[src/core/usb_flag_pkg.sv]
// package: register map, field positions, reset values and timing of the usb event flag block
`default_nettype none
package usb_flag_pkg;
   // ***********************************************
   // register offsets (byte addresses, one word each)
   // ***********************************************
   localparam logic [7:0] OFS_FLAGS = 8'h00;
   localparam logic [7:0] OFS_MASK = 8'h04;
   localparam logic [7:0] OFS_CTRL = 8'h08;
   localparam logic [7:0] OFS_ERR_MASK = 8'h0C;
   localparam logic [7:0] OFS_XFER_STAT = 8'h10;
   localparam logic [7:0] OFS_UNMAPPED = 8'hFF; // tag for addresses above the map

   // ***********************************************
   // field positions and reset values
   // ***********************************************
   localparam int BIT_STALL = 7;
   localparam int BIT_ATTACH = 6;
   localparam int BIT_RESUME = 5;
   localparam int BIT_IDLE = 4;
   localparam int BIT_TOKEN = 3;
   localparam int BIT_SOF = 2;
   localparam int BIT_ERROR = 1;
   localparam int BIT_RST_DET = 0;
   localparam int BIT_HOST_EN = 0;
   localparam logic [7:0] FLAG_W1C_MASK = 8'hBF;
   localparam logic [7:0] FLAGS_RESET = 8'h00;
   localparam logic [7:0] MASK_RESET = 8'h00;
   localparam logic CTRL_RESET = 1'b0;
   localparam logic [7:0] ERR_MASK_RESET = 8'hFF;
   localparam logic [2:0] SIZE_WORD = 3'h2;

   // line state codes as seen on the transceiver
   localparam logic [1:0] LS_SE0 = 2'h0;
   localparam logic [1:0] LS_J = 2'h1;
   localparam logic [1:0] LS_K = 2'h2;

   // ***********************************************
   // timing, clock 125 MHz
   // ***********************************************
   localparam real CLK_PERIOD_NS = 8.0;
   localparam real QUIET_TIME_US = 2.5;
   localparam real IDLE_TIME_MS = 3.0;
   localparam int QUIET_CYC = int'($ceil(QUIET_TIME_US * 1000.0 / CLK_PERIOD_NS));
   localparam int IDLE_CYC = int'($ceil(IDLE_TIME_MS * 1000000.0 / CLK_PERIOD_NS));

   // data phase of the register bus
   typedef enum logic [2:0] {
      PH_IDLE = 3'b001,
      PH_WRITE = 3'b010,
      PH_READ = 3'b100
   } phase_t;
endpackage
`default_nettype wire

[src/core/line_state_monitor.sv]
// module: timed line state detector for attach, detach, resume and idle events
`default_nettype none
module line_state_monitor
   import usb_flag_pkg::*;
#(
   parameter int QUIET_CYCLES = QUIET_CYC,
   parameter int IDLE_CYCLES = IDLE_CYC,
   parameter int CNT_W = 20
) (
   input wire logic clock,
   input wire logic sys_rst,
   input wire logic [1:0] line_state,
   input wire logic bus_activity,
   input wire logic host_en,
   output logic attached,
   output logic attach_evt,
   output logic detach_evt,
   output logic resume_evt,
   output logic idle_evt
);
   logic [1:0] prev_r;
   logic [CNT_W-1:0] hold_r;
   logic attached_r;
   logic quiet_hit;

   // cycles the line has kept one state with no packet traffic; saturates
   always_ff @(posedge clock or posedge sys_rst) begin
      if (sys_rst) begin
         prev_r <= LS_SE0;
         hold_r <= '0;
      end else begin
         prev_r <= line_state;
         if (bus_activity || line_state != prev_r) begin
            hold_r <= '0;
         end else if (hold_r != {CNT_W{1'b1}}) begin
            hold_r <= hold_r + CNT_W'(1);
         end
      end
   end

   assign quiet_hit = (line_state == prev_r) && !bus_activity &&
      (hold_r == CNT_W'(QUIET_CYCLES - 1));
   // each event pulses once, at the cycle the hold time is reached
   assign resume_evt = quiet_hit && line_state == LS_K;
   assign idle_evt = (line_state == prev_r) && !bus_activity && line_state == LS_J &&
      (hold_r == CNT_W'(IDLE_CYCLES - 1));
   assign attach_evt = host_en && !attached_r && quiet_hit && line_state != LS_SE0;
   assign detach_evt = host_en && attached_r && quiet_hit && line_state == LS_SE0;
   assign attached = attached_r;

   // attachment memory; meaningless outside host role, so dropped there
   always_ff @(posedge clock or posedge sys_rst) begin
      if (sys_rst) begin
         attached_r <= 1'b0;
      end else if (!host_en || detach_evt) begin
         attached_r <= 1'b0;
      end else if (attach_evt) begin
         attached_r <= 1'b1;
      end
   end
endmodule
`default_nettype wire

[src/core/usb_event_flag_register.sv]
// module: usb event flag register with mask, status fifo and ahb-lite slave
// Contract
// - host role: received stall handshake sets flag bit 7
// - function role: transmitted stall handshake sets the same bit 7
// - host role: attachment after 2.5 us quiet, non-SE0 bus sets bit 6
// - K state held 2.5 us sets resume flag bit 5
// - idle state held 3 ms or longer sets idle flag bit 4
// - finished token sets bit 3; transfer status shows that token's entry
// - clearing token-done advances the status fifo to the next entry
// - sof received as function, or threshold reached as host, sets bit 2
// - any unmasked error condition sets error summary bit 1
// - function role: valid bus reset sets bit 0
// - host role: bit 0 flags detachment of the peripheral
// - bits 7,5..0 set by hardware, write-one clears; bit 6 read-only; reset zero
// - bits 31..8 of the flag register read as zero
`default_nettype none
module usb_event_flag_register
   import usb_flag_pkg::*;
#(
   parameter int QUIET_CYCLES = QUIET_CYC,
   parameter int IDLE_CYCLES = IDLE_CYC,
   parameter int XFER_DEPTH = 4,
   parameter int STAT_W = 8,
   parameter int ERR_W = 8
) (
   input wire logic clock,
   input wire logic sys_rst,
   input wire logic hsel,
   input wire logic [31:0] haddr,
   input wire logic [1:0] htrans,
   input wire logic hwrite,
   input wire logic [2:0] hsize,
   input wire logic [31:0] hwdata,
   input wire logic hready,
   output logic hreadyout,
   output logic [31:0] hrdata,
   output logic hresp,
   input wire logic [1:0] line_state,
   input wire logic bus_activity,
   input wire logic stall_rx,
   input wire logic stall_tx,
   input wire logic token_done,
   input wire logic [STAT_W-1:0] token_status,
   output logic token_ready,
   input wire logic sof_rx,
   input wire logic sof_threshold,
   input wire logic [ERR_W-1:0] error_events,
   input wire logic usb_reset_rx,
   output logic host_role_enable,
   output logic irq
);
   localparam int PTR_W = (XFER_DEPTH > 1) ? $clog2(XFER_DEPTH) : 1;
   localparam int CNT_W = $clog2(XFER_DEPTH + 1);

   // ***********************************************
   // register bus slave
   // ***********************************************
   phase_t ph_r;
   logic [7:0] addr_r;
   logic [31:0] hrdata_r;
   logic [31:0] rd_mux;
   logic accept;
   logic wr_flags;
   logic wr_mask;
   logic wr_ctrl;
   logic wr_err_mask;

   // state registers
   logic [7:0] flags_r;
   logic [7:0] flags_nxt;
   logic [7:0] mask_r;
   logic host_en_r;
   logic [ERR_W-1:0] err_mask_r;
   logic [7:0] flag_set;
   logic [7:0] flag_clr;

   // status fifo
   logic [STAT_W-1:0] stat_mem_r [XFER_DEPTH];
   logic [PTR_W-1:0] wr_ptr_r;
   logic [PTR_W-1:0] rd_ptr_r;
   logic [CNT_W-1:0] count_r;
   logic push;
   logic pop;

   // line state events
   logic attached;
   logic attach_evt;
   logic detach_evt;
   logic resume_evt;
   logic idle_evt;

   // zero wait states: every transfer completes in its first data cycle
   assign hreadyout = 1'b1;
   assign hresp = 1'b0;
   assign hrdata = hrdata_r;
   assign accept = hsel && htrans[1] && hready;

   // address phase capture; upper address bits off the map go to an unmapped tag
   always_ff @(posedge clock or posedge sys_rst) begin
      if (sys_rst) begin
         ph_r <= PH_IDLE;
         addr_r <= 8'h00;
      end else if (accept) begin
         addr_r <= (haddr[31:8] == 24'h000000) ? haddr[7:0] : OFS_UNMAPPED;
         if (!hwrite) begin
            ph_r <= PH_READ;
         end else if (hsize == SIZE_WORD) begin
            ph_r <= PH_WRITE;
         end else begin
            ph_r <= PH_IDLE; // only whole words are written
         end
      end else if (hready) begin
         ph_r <= PH_IDLE;
      end
   end

   // read multiplexer, evaluated on the address phase
   always_comb begin
      rd_mux = 32'h00000000;
      if (haddr[31:8] == 24'h000000) begin
         case (haddr[7:0])
            OFS_FLAGS: rd_mux = {24'h000000, flags_r};
            OFS_MASK: rd_mux = {24'h000000, mask_r};
            OFS_CTRL: rd_mux = {31'h00000000, host_en_r};
            OFS_ERR_MASK: rd_mux = 32'(err_mask_r);
            OFS_XFER_STAT: rd_mux = (count_r != '0) ? 32'(stat_mem_r[rd_ptr_r]) : 32'h0;
            default: rd_mux = 32'h00000000;
         endcase
      end
   end

   // read data is registered at the end of the address phase
   always_ff @(posedge clock or posedge sys_rst) begin
      if (sys_rst) begin
         hrdata_r <= 32'h00000000;
      end else if (accept && !hwrite) begin
         hrdata_r <= rd_mux;
      end
   end

   // write strobes of the data phase
   always_comb begin
      wr_flags = 1'b0;
      wr_mask = 1'b0;
      wr_ctrl = 1'b0;
      wr_err_mask = 1'b0;
      case (ph_r)
         PH_WRITE: begin
            wr_flags = addr_r == OFS_FLAGS;
            wr_mask = addr_r == OFS_MASK;
            wr_ctrl = addr_r == OFS_CTRL;
            wr_err_mask = addr_r == OFS_ERR_MASK;
         end
         PH_IDLE, PH_READ: begin
            wr_flags = 1'b0;
         end
         default: begin
            wr_flags = 1'b0;
         end
      endcase
   end

   // ***********************************************
   // control and mask registers
   // ***********************************************
   always_ff @(posedge clock or posedge sys_rst) begin
      if (sys_rst) begin
         mask_r <= MASK_RESET;
         host_en_r <= CTRL_RESET;
         err_mask_r <= ERR_W'(ERR_MASK_RESET);
      end else begin
         if (wr_mask) begin
            mask_r <= hwdata[7:0];
         end
         if (wr_ctrl) begin
            host_en_r <= hwdata[BIT_HOST_EN];
         end
         if (wr_err_mask) begin
            err_mask_r <= hwdata[ERR_W-1:0];
         end
      end
   end
   assign host_role_enable = host_en_r;

   // ***********************************************
   // line state timing
   // ***********************************************
   line_state_monitor #(
      .QUIET_CYCLES(QUIET_CYCLES),
      .IDLE_CYCLES(IDLE_CYCLES),
      .CNT_W(20)
   ) u_line (
      .clock(clock),
      .sys_rst(sys_rst),
      .line_state(line_state),
      .bus_activity(bus_activity),
      .host_en(host_en_r),
      .attached(attached),
      .attach_evt(attach_evt),
      .detach_evt(detach_evt),
      .resume_evt(resume_evt),
      .idle_evt(idle_evt)
   );

   // ***********************************************
   // transfer status fifo
   // ***********************************************
   // a full fifo stalls the token engine rather than losing an entry
   assign token_ready = count_r != CNT_W'(XFER_DEPTH);
   assign push = token_done && token_ready;
   assign pop = wr_flags && hwdata[BIT_TOKEN] && count_r != '0;

   always_ff @(posedge clock or posedge sys_rst) begin
      if (sys_rst) begin
         wr_ptr_r <= '0;
         rd_ptr_r <= '0;
         count_r <= '0;
      end else begin
         if (push) begin
            wr_ptr_r <= (wr_ptr_r == PTR_W'(XFER_DEPTH - 1)) ? '0 : wr_ptr_r + PTR_W'(1);
         end
         if (pop) begin
            rd_ptr_r <= (rd_ptr_r == PTR_W'(XFER_DEPTH - 1)) ? '0 : rd_ptr_r + PTR_W'(1);
         end
         if (push && !pop) begin
            count_r <= count_r + CNT_W'(1);
         end else if (pop && !push) begin
            count_r <= count_r - CNT_W'(1);
         end
      end
   end

   // entry storage, written at the push pointer
   always_ff @(posedge clock) begin
      if (push) begin
         stat_mem_r[wr_ptr_r] <= token_status;
      end
   end

   // ***********************************************
   // event flags
   // ***********************************************
   // role decides the source of bits 7, 2 and 0
   always_comb begin
      flag_set = 8'h00;
      flag_set[BIT_STALL] = host_en_r ? stall_rx : stall_tx;
      flag_set[BIT_ATTACH] = attach_evt;
      flag_set[BIT_RESUME] = resume_evt;
      flag_set[BIT_IDLE] = idle_evt;
      // a further queued entry re-raises the flag as the head moves on
      flag_set[BIT_TOKEN] = push || (pop && count_r > CNT_W'(1));
      flag_set[BIT_SOF] = host_en_r ? sof_threshold : sof_rx;
      flag_set[BIT_ERROR] = |(error_events & err_mask_r);
      flag_set[BIT_RST_DET] = host_en_r ? detach_evt : usb_reset_rx;
   end

   // software clears by writing ones; the attach bit ignores writes
   always_comb begin
      flag_clr = wr_flags ? (hwdata[7:0] & FLAG_W1C_MASK) : 8'h00;
      // attach is read-only: it drops when the peripheral leaves or host role ends
      flag_clr[BIT_ATTACH] = detach_evt || !host_en_r;
      flags_nxt = flag_set | (flags_r & ~flag_clr);
   end

   always_ff @(posedge clock or posedge sys_rst) begin
      if (sys_rst) begin
         flags_r <= FLAGS_RESET;
      end else begin
         flags_r <= flags_nxt;
      end
   end

   // level interrupt; resume should stay masked unless suspended
   assign irq = |(flags_r & mask_r);
endmodule
`default_nettype wire

[config.mk]
export PLATFORM = sky130hd
export DESIGN_NAME = usb_event_flag_register
export DESIGN_NICKNAME = d
export VERILOG_FILES = /design/src/core/usb_flag_pkg.sv /design/src/core/line_state_monitor.sv /design/src/core/usb_event_flag_register.sv
export SDC_FILE = /design/constraint.sdc
export NUM_CORES = 1
export LEC_CHECK = 0
export BUFFER_PORTS_ARGS = -buffer_cell sky130_fd_sc_hd__buf_2
export CORE_AREA = 2 2 127 129
export DETAILED_ROUTE_END_ITERATION = 8
export DIE_AREA = 0 0 129 131
export SLEW_MARGIN = 15
export SYNTH_ARGS = -nofsm -noshare
export SYNTH_HDL_FRONTEND = slang
export SYNTH_SLANG_ARGS = --single-unit
[constraint.sdc]
create_clock -name clock -period 4.7 [get_ports clock]
set_input_delay 1.41 -clock clock [delete_from_list [all_inputs] [get_ports clock]]
set_output_delay 1.41 -clock clock [all_outputs]
set_load 0.01 [all_outputs]
Yosys cells after proc, flatten, opt, wreduce, memory -nomap -nowiden
Memories as Yosys holds them, arrays and structs flattened.
Cells that the tools add are included.
W data, S select, Z words.

storage, ports and cells
  output and inout bits = 37
  memories = 1
  input bits = 99
  RAM bits = 32
  word-level logic and storage cells = 111
  register bits after elaboration = 98

memories
  name        depth  bits a word  rd ports  clocked after memory_dff  wr ports  RTL line                       source
  stat_mem_r  4      8            1         0                         1         usb_event_flag_register.sv:78  logic [STAT_W-1:0] stat_mem_r [XFER_DEPTH];

operators by class
  reduce and logical (&&, ||, !) cells = 41
  bitwise operators = 5
  mux-type cells = 26
  $lt $le $gt $ge = 1
  equal/unequal tests = 19
  add/sub/neg operators = 5

operators by type and width
  kind                     number
  $mux W20                 2
  $pmux W8 S5              1
  $eq A8 B4 Y1 const B     4
  $mux W8                  4
  $and A8 B8 Y8            3
  $logic_not A24 Y1        1
  $add A20 B1 Y20 const B  1
  $eq A20 B19 Y1 const B   1
  $eq A20 B9 Y1 const B    1
  $logic_and A1 B1 Y1      20
  $ne A20 B20 Y1 const B   1
  $eq A8 B3 Y1 const B     2
  $logic_not A8 Y1         2
  $reduce_or A8 Y1         2
  $mux W3                  5
  $mux W1                  11
  $reduce_bool A2 Y1       5
  $eq A8 B5 Y1 const B     1
  $not A8 Y8               1
  $or A8 B8 Y8             1
  $eq A2 B2 Y1 const B     3
  $eq A3 B2 Y1 const B     2
  $logic_not A1 Y1         6
  $mux W2                  3
  other kinds (11)         14

Longest topological paths before layout
Gate-level depths: netlist of the first run.

  depth after elaboration = 9
  depth in mapped cells = 9
  depth with buffers taken out = 9

Modules after synthesis
From an unflattened synthesis of the first run, not the netlist that was laid out.

unflattened totals
  cell total of the unflattened synthesis = 468
  area total of the unflattened synthesis = 5459.0 um2

by module, submodules not included
  module                   sequential area each (um2)  cells an instance  instances  area an instance (um2)
  usb_event_flag_register  2248.4                      313                1          4081.4
  line_state_monitor       575.6                       155                1          1377.6

Worst setup path after synthesis of the first run
Ideal clock, no wire load.

  path kind = input-to-reg
  start = input port line_state[1]
  end = register flags_r[6]
  buffers on the path = 1
  arrival = 2.675 ns
  data required time = 4.604 ns
  setup slack = 1.930 ns
  stages on the path = 6
  cell sequence = xor2_1 > or3_1 > buf_6 > nor4_4 > nor2_2 > nor4_2

between the ends
  longest elaborated chain between the ends = 9

ends and longest elaborated chain
  what                              RTL line                        source
  from (decl)                       usb_event_flag_register.sv:38   input wire logic [1:0] line_state,
  $eq A2 B2 Y1                      line_state_monitor.sv:41        assign quiet_hit = (line_state == prev_r) && !bus_activity &&
  $logic_and A1 B1 Y1 (2 in a row)  line_state_monitor.sv:41
  $logic_and A1 B1 Y1 (2 in a row)  line_state_monitor.sv:48        assign detach_evt = host_en && attached_r && quiet_hit && line_state == LS_SE0;
  $logic_or A1 B1 Y1                usb_event_flag_register.sv:261  flag_clr[BIT_ATTACH] = detach_evt || !host_en_r;
  $not A8 Y8                        usb_event_flag_register.sv:262  flags_nxt = flag_set | (flags_r & ~flag_clr);
  $and A8 B8 Y8                     usb_event_flag_register.sv:262
  $or A8 B8 Y8 *                    usb_event_flag_register.sv:262
  net flags_nxt[6]                  usb_event_flag_register.sv:70   logic [7:0] flags_nxt;
  to (signal assigned)              usb_event_flag_register.sv:269  flags_r <= flags_nxt;
  to (decl)                         usb_event_flag_register.sv:69   logic [7:0] flags_r;

Mark *: on every way through the listed nets, which the timed path passes. The rest lies on a longest branch.
A chain may end at the register's enable or synchronous reset.

Final worst setup path of the first run
Ends and elaborated chain as after synthesis.

==> out/qor.txt, run 1 <==
Status -> completed
Dominant cells by area after synthesis -> dfrtp_1, edfxtp_1, dfstp_2, mux2_2, mux4_2
CP Data Required Time -> 4.96 ns
CTS Hold Bufs -> 0
Global Route Usage Sum -> 0.141
Crit path to -> flags_r[6]
IO Port Bufs -> 84
Synth Cell Area -> 0.00536 mm2
Die Area -> 0.0169 mm2
Min-Delay Path Class -> reg2reg
Fin Setup TNS -> 0 ns
R2R setup slack -> 2.10 ns
CP startpoint -> line_state[1]
Setup ws final -> 1.70 ns
Yosys reg bits -> 106
Tmin final -> 3.00 ns
Drt first-iter violations -> 261
Clock skew -> 0.0102 ns
Crit-path slowest cell -> or3_1
Crit Reg-Reg Endpoint -> u_line.hold_r[15]
EDFF count, synth -> 32
Unrepaired setup endpoints after global routing -> no
Synth Flop Type -> dfrtp_1
Post-synth top area share -> 0.304
Initial antenna violation count -> 2
Final WL -> 11.6 mm
Die Span Y -> 131 um
CP Launch Type -> input port
Synthesis-to-finish area growth -> 15.1%
Htree depth -> 3
Post-synthesis sequential area ratio -> 0.527
Worst Path Max Fanout -> 24
Io pins -> 136
Root Driver -> clkbuf_16
Die Width -> 129 um
Layout cell share with drive strength beyond 1 -> 0.264
Asr flop ratio synth -> 0.698
First-pass GRT wire length -> 18.3 mm
Estimated wirelength of the detail-placed design -> 8.59 mm
Postcts setup bufs -> 0
Post-cts sizing count -> 0
Grt total ovfl -> 0
Setup violations, final -> 0
R2R cell count -> 6
Max incr delay on CP -> 0.71 ns
FF-to-FF Start -> u_line.hold_r[0]
CTS tree -> done
Remaining antenna violation count after routing -> 0
Maximum clock insertion buffer count -> 2
Syn avg cell area -> 11.1 um2
F_max -> 333 MHz
Area leader, netlist -> dfrtp_1
Placeable core area -> 0.0156 mm2
# DRC -> 0
Max_slew headroom -> 0.362
Routability cong. -> 0.832
Yosys warnings -> 0
Vias -> 3816
Pleak -> 2.58 nW
Nets -> 666
Clock Pin Slew Worst Setup and Hold Paths -> 0.08 ns
Sink Count -> 106
Critical path class -> in2reg
Maxcap violations -> 0
Initial Util -> 0.344
Avg WL per Cell -> 14.9 um
CTS buffer count -> 9
Pre-CTS WS -> 1.31 ns
Hold Vio Cnt, Final -> 0
Rows -> 46
Synth Instances -> 482
Clock Latency Late Sink -> 0.35 ns
Via density -> 4.90
Worst vdd ir -> 0.150 mV
Ratio of final minimum period to clock period -> 0.639
Power density over the cells -> 345 mW/mm2
Worst Setup End Kind -> register
Data arrival, critical path -> 3.26 ns
Vias in the first global route -> 3690
Slew @ Worst Pin -> 0.952 ns
Synth cell types -> 52
Pins Over Slew Limit -> 0
Crit path cell chain -> buf_2 > xor2_1 > or3_1 > nor4_4 > nor2_2 > nor4_2
Initial DRT Pass Iterations -> 4
Final Power -> 2.13 mW
Largest net degree at the start of global routing -> 35
-- metal layers --
| layer | vias to the layer above | track usage | wire length (um) |
|---|---|---|---|
| li1 | 1841 | - | - |
| met1 | 1840 | 0.174 | 5000 |
| met2 | 126 | 0.240 | 5580 |
| met3 | 9 | 0.0383 | 821 |
| met4 | 0 | 0.0467 | 153 |
| met5 | - | 0 | 0 |
-- final cells by class --
class,instances,area (um2)
diodes,2,5.00
clock buffers,9,225
clock inverters,7,78.8
fillers,1476,9430
inverters,17,63.8
multi-input cells,335,2270
flip-flops and latches,106,2820
well taps,216,270
repair buffers,86,435
-- registers in the layout, summed over array words and instances (netlist names), 2 cells and up --
name / count
stat_mem_r: 32
u_line.hold_r: 20
addr_r: 8
err_mask_r: 8
flags_r: 8
hrdata: 8
mask_r: 8
count_r: 3
ph_r: 3
rd_ptr_r: 2
u_line.prev_r: 2
wr_ptr_r: 2
-- cells in the mapped netlist, types with 2 or more instances --
library cell	instances
a211oi_1	2
a21o_1	2
a21oi_1	28
a221o_1	2
a22o_1	4
a22oi_1	6
a2bb2oi_1	6
a31o_2	3
and2_1	2
and3_1	12
and4_1	5
buf_2	8
buf_4	26
clkbuf_1	12
conb_1	2
dfrtp_1	65
dfstp_2	9
edfxtp_1	32
ha_1	12
inv_1	17
mux2_2	19
mux2i_1	9
mux4_2	9
nand2_1	31
nand2b_1	3
nand3_1	13
nand3b_1	2
nand4_1	13
nand4b_1	2
nor2_1	49
nor2b_1	6
nor3_1	7
nor4_1	9
nor4b_1	2
o21ai_0	18
or3_1	3
xnor2_1	10
xor2_1	8
-- cells by family (layout without fill, tap and decap cells) --
kind of cell | Yosys count | in the layout | synth area share
fa+ha+maj | 12 | 12 | 0.0280
mux | 37 | 37 | 0.0946
flops | 106 | 106 | 0.527
buf+inv | 65 | 119 | 0.0670
other cells | 2 | 28 | 0.00140
simple gates | 167 | 167 | 0.163
compound gates | 75 | 75 | 0.0892
xor+xnor | 18 | 18 | 0.0294
-- power breakdown --
| part | switching (mW) | internal, mW | leakage, nW |
|---|---|---|---|
| Sequential | 0.0401 | 1.04 | 1.19 |
| Combinational | 0.181 | 0.118 | 1.23 |
| Clock | 0.368 | 0.381 | 0.150 |
| Total | 0.589 | 1.54 | 2.58 |
-- placed cells by master, fill, tap and decap left out, drive strengths merged, types with 10 or more instances in the layout --
cell	n
and3	12
ha	12
xnor2	10
dfrtp	65
nand3	13
edfxtp	32
o21ai	18
conb	26
buf	86
nand2	31
mux2	19
nand4	13
nor2	50
a21oi	28
inv	21
nor4	11
-- per-stage QoR --
step,cells,area (um2),hold WS (ns),util
after floorplan,506,5450,0.468,-
after global placement,760,5860,0.466,0.376
after detailed placement,760,5860,0.476,0.376
after CTS,776,6160,0.494,0.395
after global routing,776,6160,0.515,0.395
final,778,6170,0.487,0.395
-- worst min path at each step --
stage / slack, ns / cells past startpoint / startpoint / to
CTS: 0.49 / 2 / hrdata[2] / hrdata[2]
global placement: 0.47 / 2 / hrdata[2] / hrdata[2]
floorplan: 0.47 / 2 / flags_r[0] / flags_r[0]
finish: 0.49 / 2 / hrdata[2] / hrdata[2]
global route: 0.52 / 2 / hrdata[3] / hrdata[3]
detailed placement: 0.48 / 2 / hrdata[3] / hrdata[3]
-- critical path: cells and delay by family --
family	cells	cell delay [ns]
buffers and inverters	1	0.14
and+or+nand+nor	4	1.56
xor gates and xnor gates	1	0.15
(Power assumes the default switching activity.)
==> run 2: changes to the inputs <==
- ABC_AREA: default -> 1
- CORE_AREA: 2 2 127 129 -> 2 2 134 136
- DIE_AREA: 0 0 129 131 -> 0 0 136 138
- clock period: 4.7 -> 3 ns (I/O delays scaled with it)
==> run 2 against run 1 <==
  * Combinational power up 72%
  * Global-route usage up 1.8 points
  * Clock power up 59%
  * Sequential share of layout area down 4.8 points
  * Cell area up 12%
  * Largest cell class unchanged
  * Critical path depth down 1
  * Register-to-register slack worse by 1.2 ns
  * Worst hold slack worse by 0.011 ns
  * Sequential power up 58%
  * Utilization down 0.24 points
  * Area after synthesis up 12%
==> out/qor.txt, run 2 <==
Hold Path Depth -> 2
Worst vdd ir -> 0.313 mV
Worst Path Max Fanout -> 3
Rows -> 49
CTS tree -> done
Die Area -> 0.0188 mm2
Crit Reg-Reg Endpoint -> count_r[2]
Area post-placement -> 0.00660 mm2
Placeable core area -> 0.0175 mm2
Root Driver -> clkbuf_16
Routability cong. -> 0.921
Most frequent cells in the layout -> nand2_1, inv_1, buf_2
Max_slew headroom -> 0.511
Io pins -> 136
Hold endpoint -> hrdata[1]
Clock Latency Late Sink -> 0.35 ns
Initial DRT Pass Iterations -> 5
Sink Count -> 106
Grt total ovfl -> 0
Vias in the first global route -> 4678
Mux cell area share after synthesis -> 0
Data arrival, critical path -> 1.39 ns
Largest family of logic cells by synthesized area -> simple AND/OR/NAND/NOR gates
Nets -> 958
Remaining antenna violation count after routing -> 0
Status -> completed
Via density -> 4.65
Unrepaired setup endpoints after global routing -> no
Pleak -> 3.35 nW
Post-Synth Simple-Gate Area -> 0.330
Worst Setup End Kind -> primary output
Ratio of final minimum period to clock period -> 0.764
Dominant cells by area after synthesis -> dfrtp_1, edfxtp_1, nand2_1, nand3_1, inv_1
Max reg flops -> 32
Slew @ Worst Pin -> 0.731 ns
Htree depth -> 3
F_max -> 436 MHz
Die Span Y -> 138 um
Drt first-iter violations -> 396
Clock Pin Slew Worst Setup and Hold Paths -> 0.07 ns
Synth Instances -> 761
XOR/XNOR share of the synthesized area -> 0.00729
Setup violations, final -> 0
Post-synth top cells -> nand2_1, inv_1, nor2_1
Asr flop ratio synth -> 0.698
Initial antenna violation count -> 0
Post-synth top area share -> 0.271
Vias -> 5031
Sequential share of power -> 0.500
Min-Delay Path Class -> reg2reg
CTS Hold Bufs -> 0
Fin Setup TNS -> 0 ns
Synth cell types -> 38
Largest regs -> stat_mem_r x32, u_line.hold_r x20
Internal Power -> 2.47 mW
Yosys warnings -> 0
Synth Flop Type -> dfrtp_1
Synthesis-to-finish area growth -> 14.8%
FF-to-FF Start -> addr_r[4]
Placed Cells -> 1065
First-pass GRT wire length -> 23.5 mm
Design area -> 0.00689 mm2
CTS buffer count -> 9
Clock skew -> 0.0100 ns
Maximum clock insertion buffer count -> 2
Post-synthesis sequential area ratio -> 0.470
Initial Util -> 0.343
EDFF count, synth -> 32
Area leader, netlist -> dfrtp_1
Avg WL per Cell -> 13.5 um
Layout cell share with drive strength beyond 1 -> 0.178
Syn avg cell area -> 7.89 um2
Yosys reg bits -> 106
R2R setup slack -> 0.86 ns
Synth Area in Compound Gates -> 0.0629
Cell with the most instances after synthesis -> nand2_1
Comb pwr share -> 0.151
Synth Cell Area -> 0.00601 mm2
Die Width -> 136 um
Net Sw Frac -> 0.276
# DRC -> 0
CP Launch Type -> register
Final WL -> 14.6 mm
ANT cells -> 0
Commonest non-fill, non-tap cell in the layout -> nand2_1
Post-cts sizing count -> 0
IO Port Bufs -> 84
Layout Cells excl Fill -> 1081
Hold_sp -> hrdata[1]
Clock network power share -> 0.349
CP Data Required Time -> 2.10 ns
Largest net degree at the start of global routing -> 75
Postcts setup bufs -> 0
R2R cell count -> 9
Psw -> 0.944 mW
Tmin final -> 2.29 ns
Maxcap violations -> 0
Estimated wirelength of the detail-placed design -> 11.1 mm
Most flops, register -> stat_mem_r
Hold Vio Cnt, Final -> 0
Power density over the cells -> 495 mW/mm2
Pins Over Slew Limit -> 0
Critical path class -> reg2out
Global Route Usage Sum -> 0.158
Synthesized-area fraction occupied by adder cells -> 0.0250
-- run 2: cell count changes after synthesis, sizes merged, moves of 10 or more --
cell | before | now
inv | 17 | 91
o21ai | 18 | 55
mux2 | 19 | 0
nand4 | 13 | 24
a21oi | 28 | 5
nand2 | 31 | 223
nor2 | 50 | 94
and3 | 12 | 2
nand3 | 13 | 69
-- run 2: power by group through the flow --
stage | clock network (mW) | logic, mW | registers, mW
floorplan | 0 | 0.371 | 1.72
global placement | 0 | 0.514 | 1.73
detailed placement | 0 | 0.526 | 1.74
CTS | 1.23 | 0.530 | 1.71
global route | 1.28 | 0.610 | 1.73
finish | 1.19 | 0.515 | 1.71
-- run 2: cells by family after synthesis --
| family | count (synthesis) |
|---|---|
| buffers and inverters | 132 |
| other | 2 |
| AOI/OAI and AO/OA | 70 |
| and+or+nand+nor | 434 |
| adders and majority gates | 12 |
| xor gates and xnor gates | 5 |
| DFF | 106 |
-- run 2: area by class of cell --
| class | instances | area (um2) |
|---|---|---|
| Tap cell | 229 | 287 |
| Fill cell | 1824 | 10600 |
| Inverter | 92 | 345 |
| Clock inverter | 5 | 63.8 |
| Timing Repair Buffer | 91 | 485 |
| Sequential cell | 106 | 2820 |
| Multi-Input combinational cell | 547 | 2650 |
| Clock buffer | 11 | 233 |
-- run 2: worst max path at each step --
stage / start / to
6_report: flags_r[1] / irq
3_3_place_gp: token_done / count_r[2]
2_1_floorplan: sys_rst / addr_r[0]
3_5_place_dp: token_done / count_r[2]
5_1_grt: flags_r[1] / irq
4_1_cts: flags_r[1] / irq
-- run 2: stage by stage --
stage           util  power, mW  hold WS, ns  worst slack, ns
6_report       0.393       3.41        0.476            0.707
5_1_grt        0.393       3.62        0.502            0.561
4_1_cts        0.393       3.47        0.482            0.676
3_5_place_dp   0.376       2.26        0.462            0.779
3_3_place_gp   0.376       2.25        0.458            0.811
2_1_floorplan      -       2.09        0.467            0.233
-- run 2: per-layer routing --
metal / part of all wire / global-route usage
met2: 0.48 / 0.259
met1: 0.45 / 0.212
met4: 0.015 / 0.0510
met3: 0.053 / 0.0290
met5: 0 / 0
-- run 2: critical path: stages (launching register included) --
cell	delay, ns
dfrtp_1	0.40
nand2_1	0.08
nand2_1	0.06
a221oi_1	0.20
nand2_1	0.13
buf_2	0.16
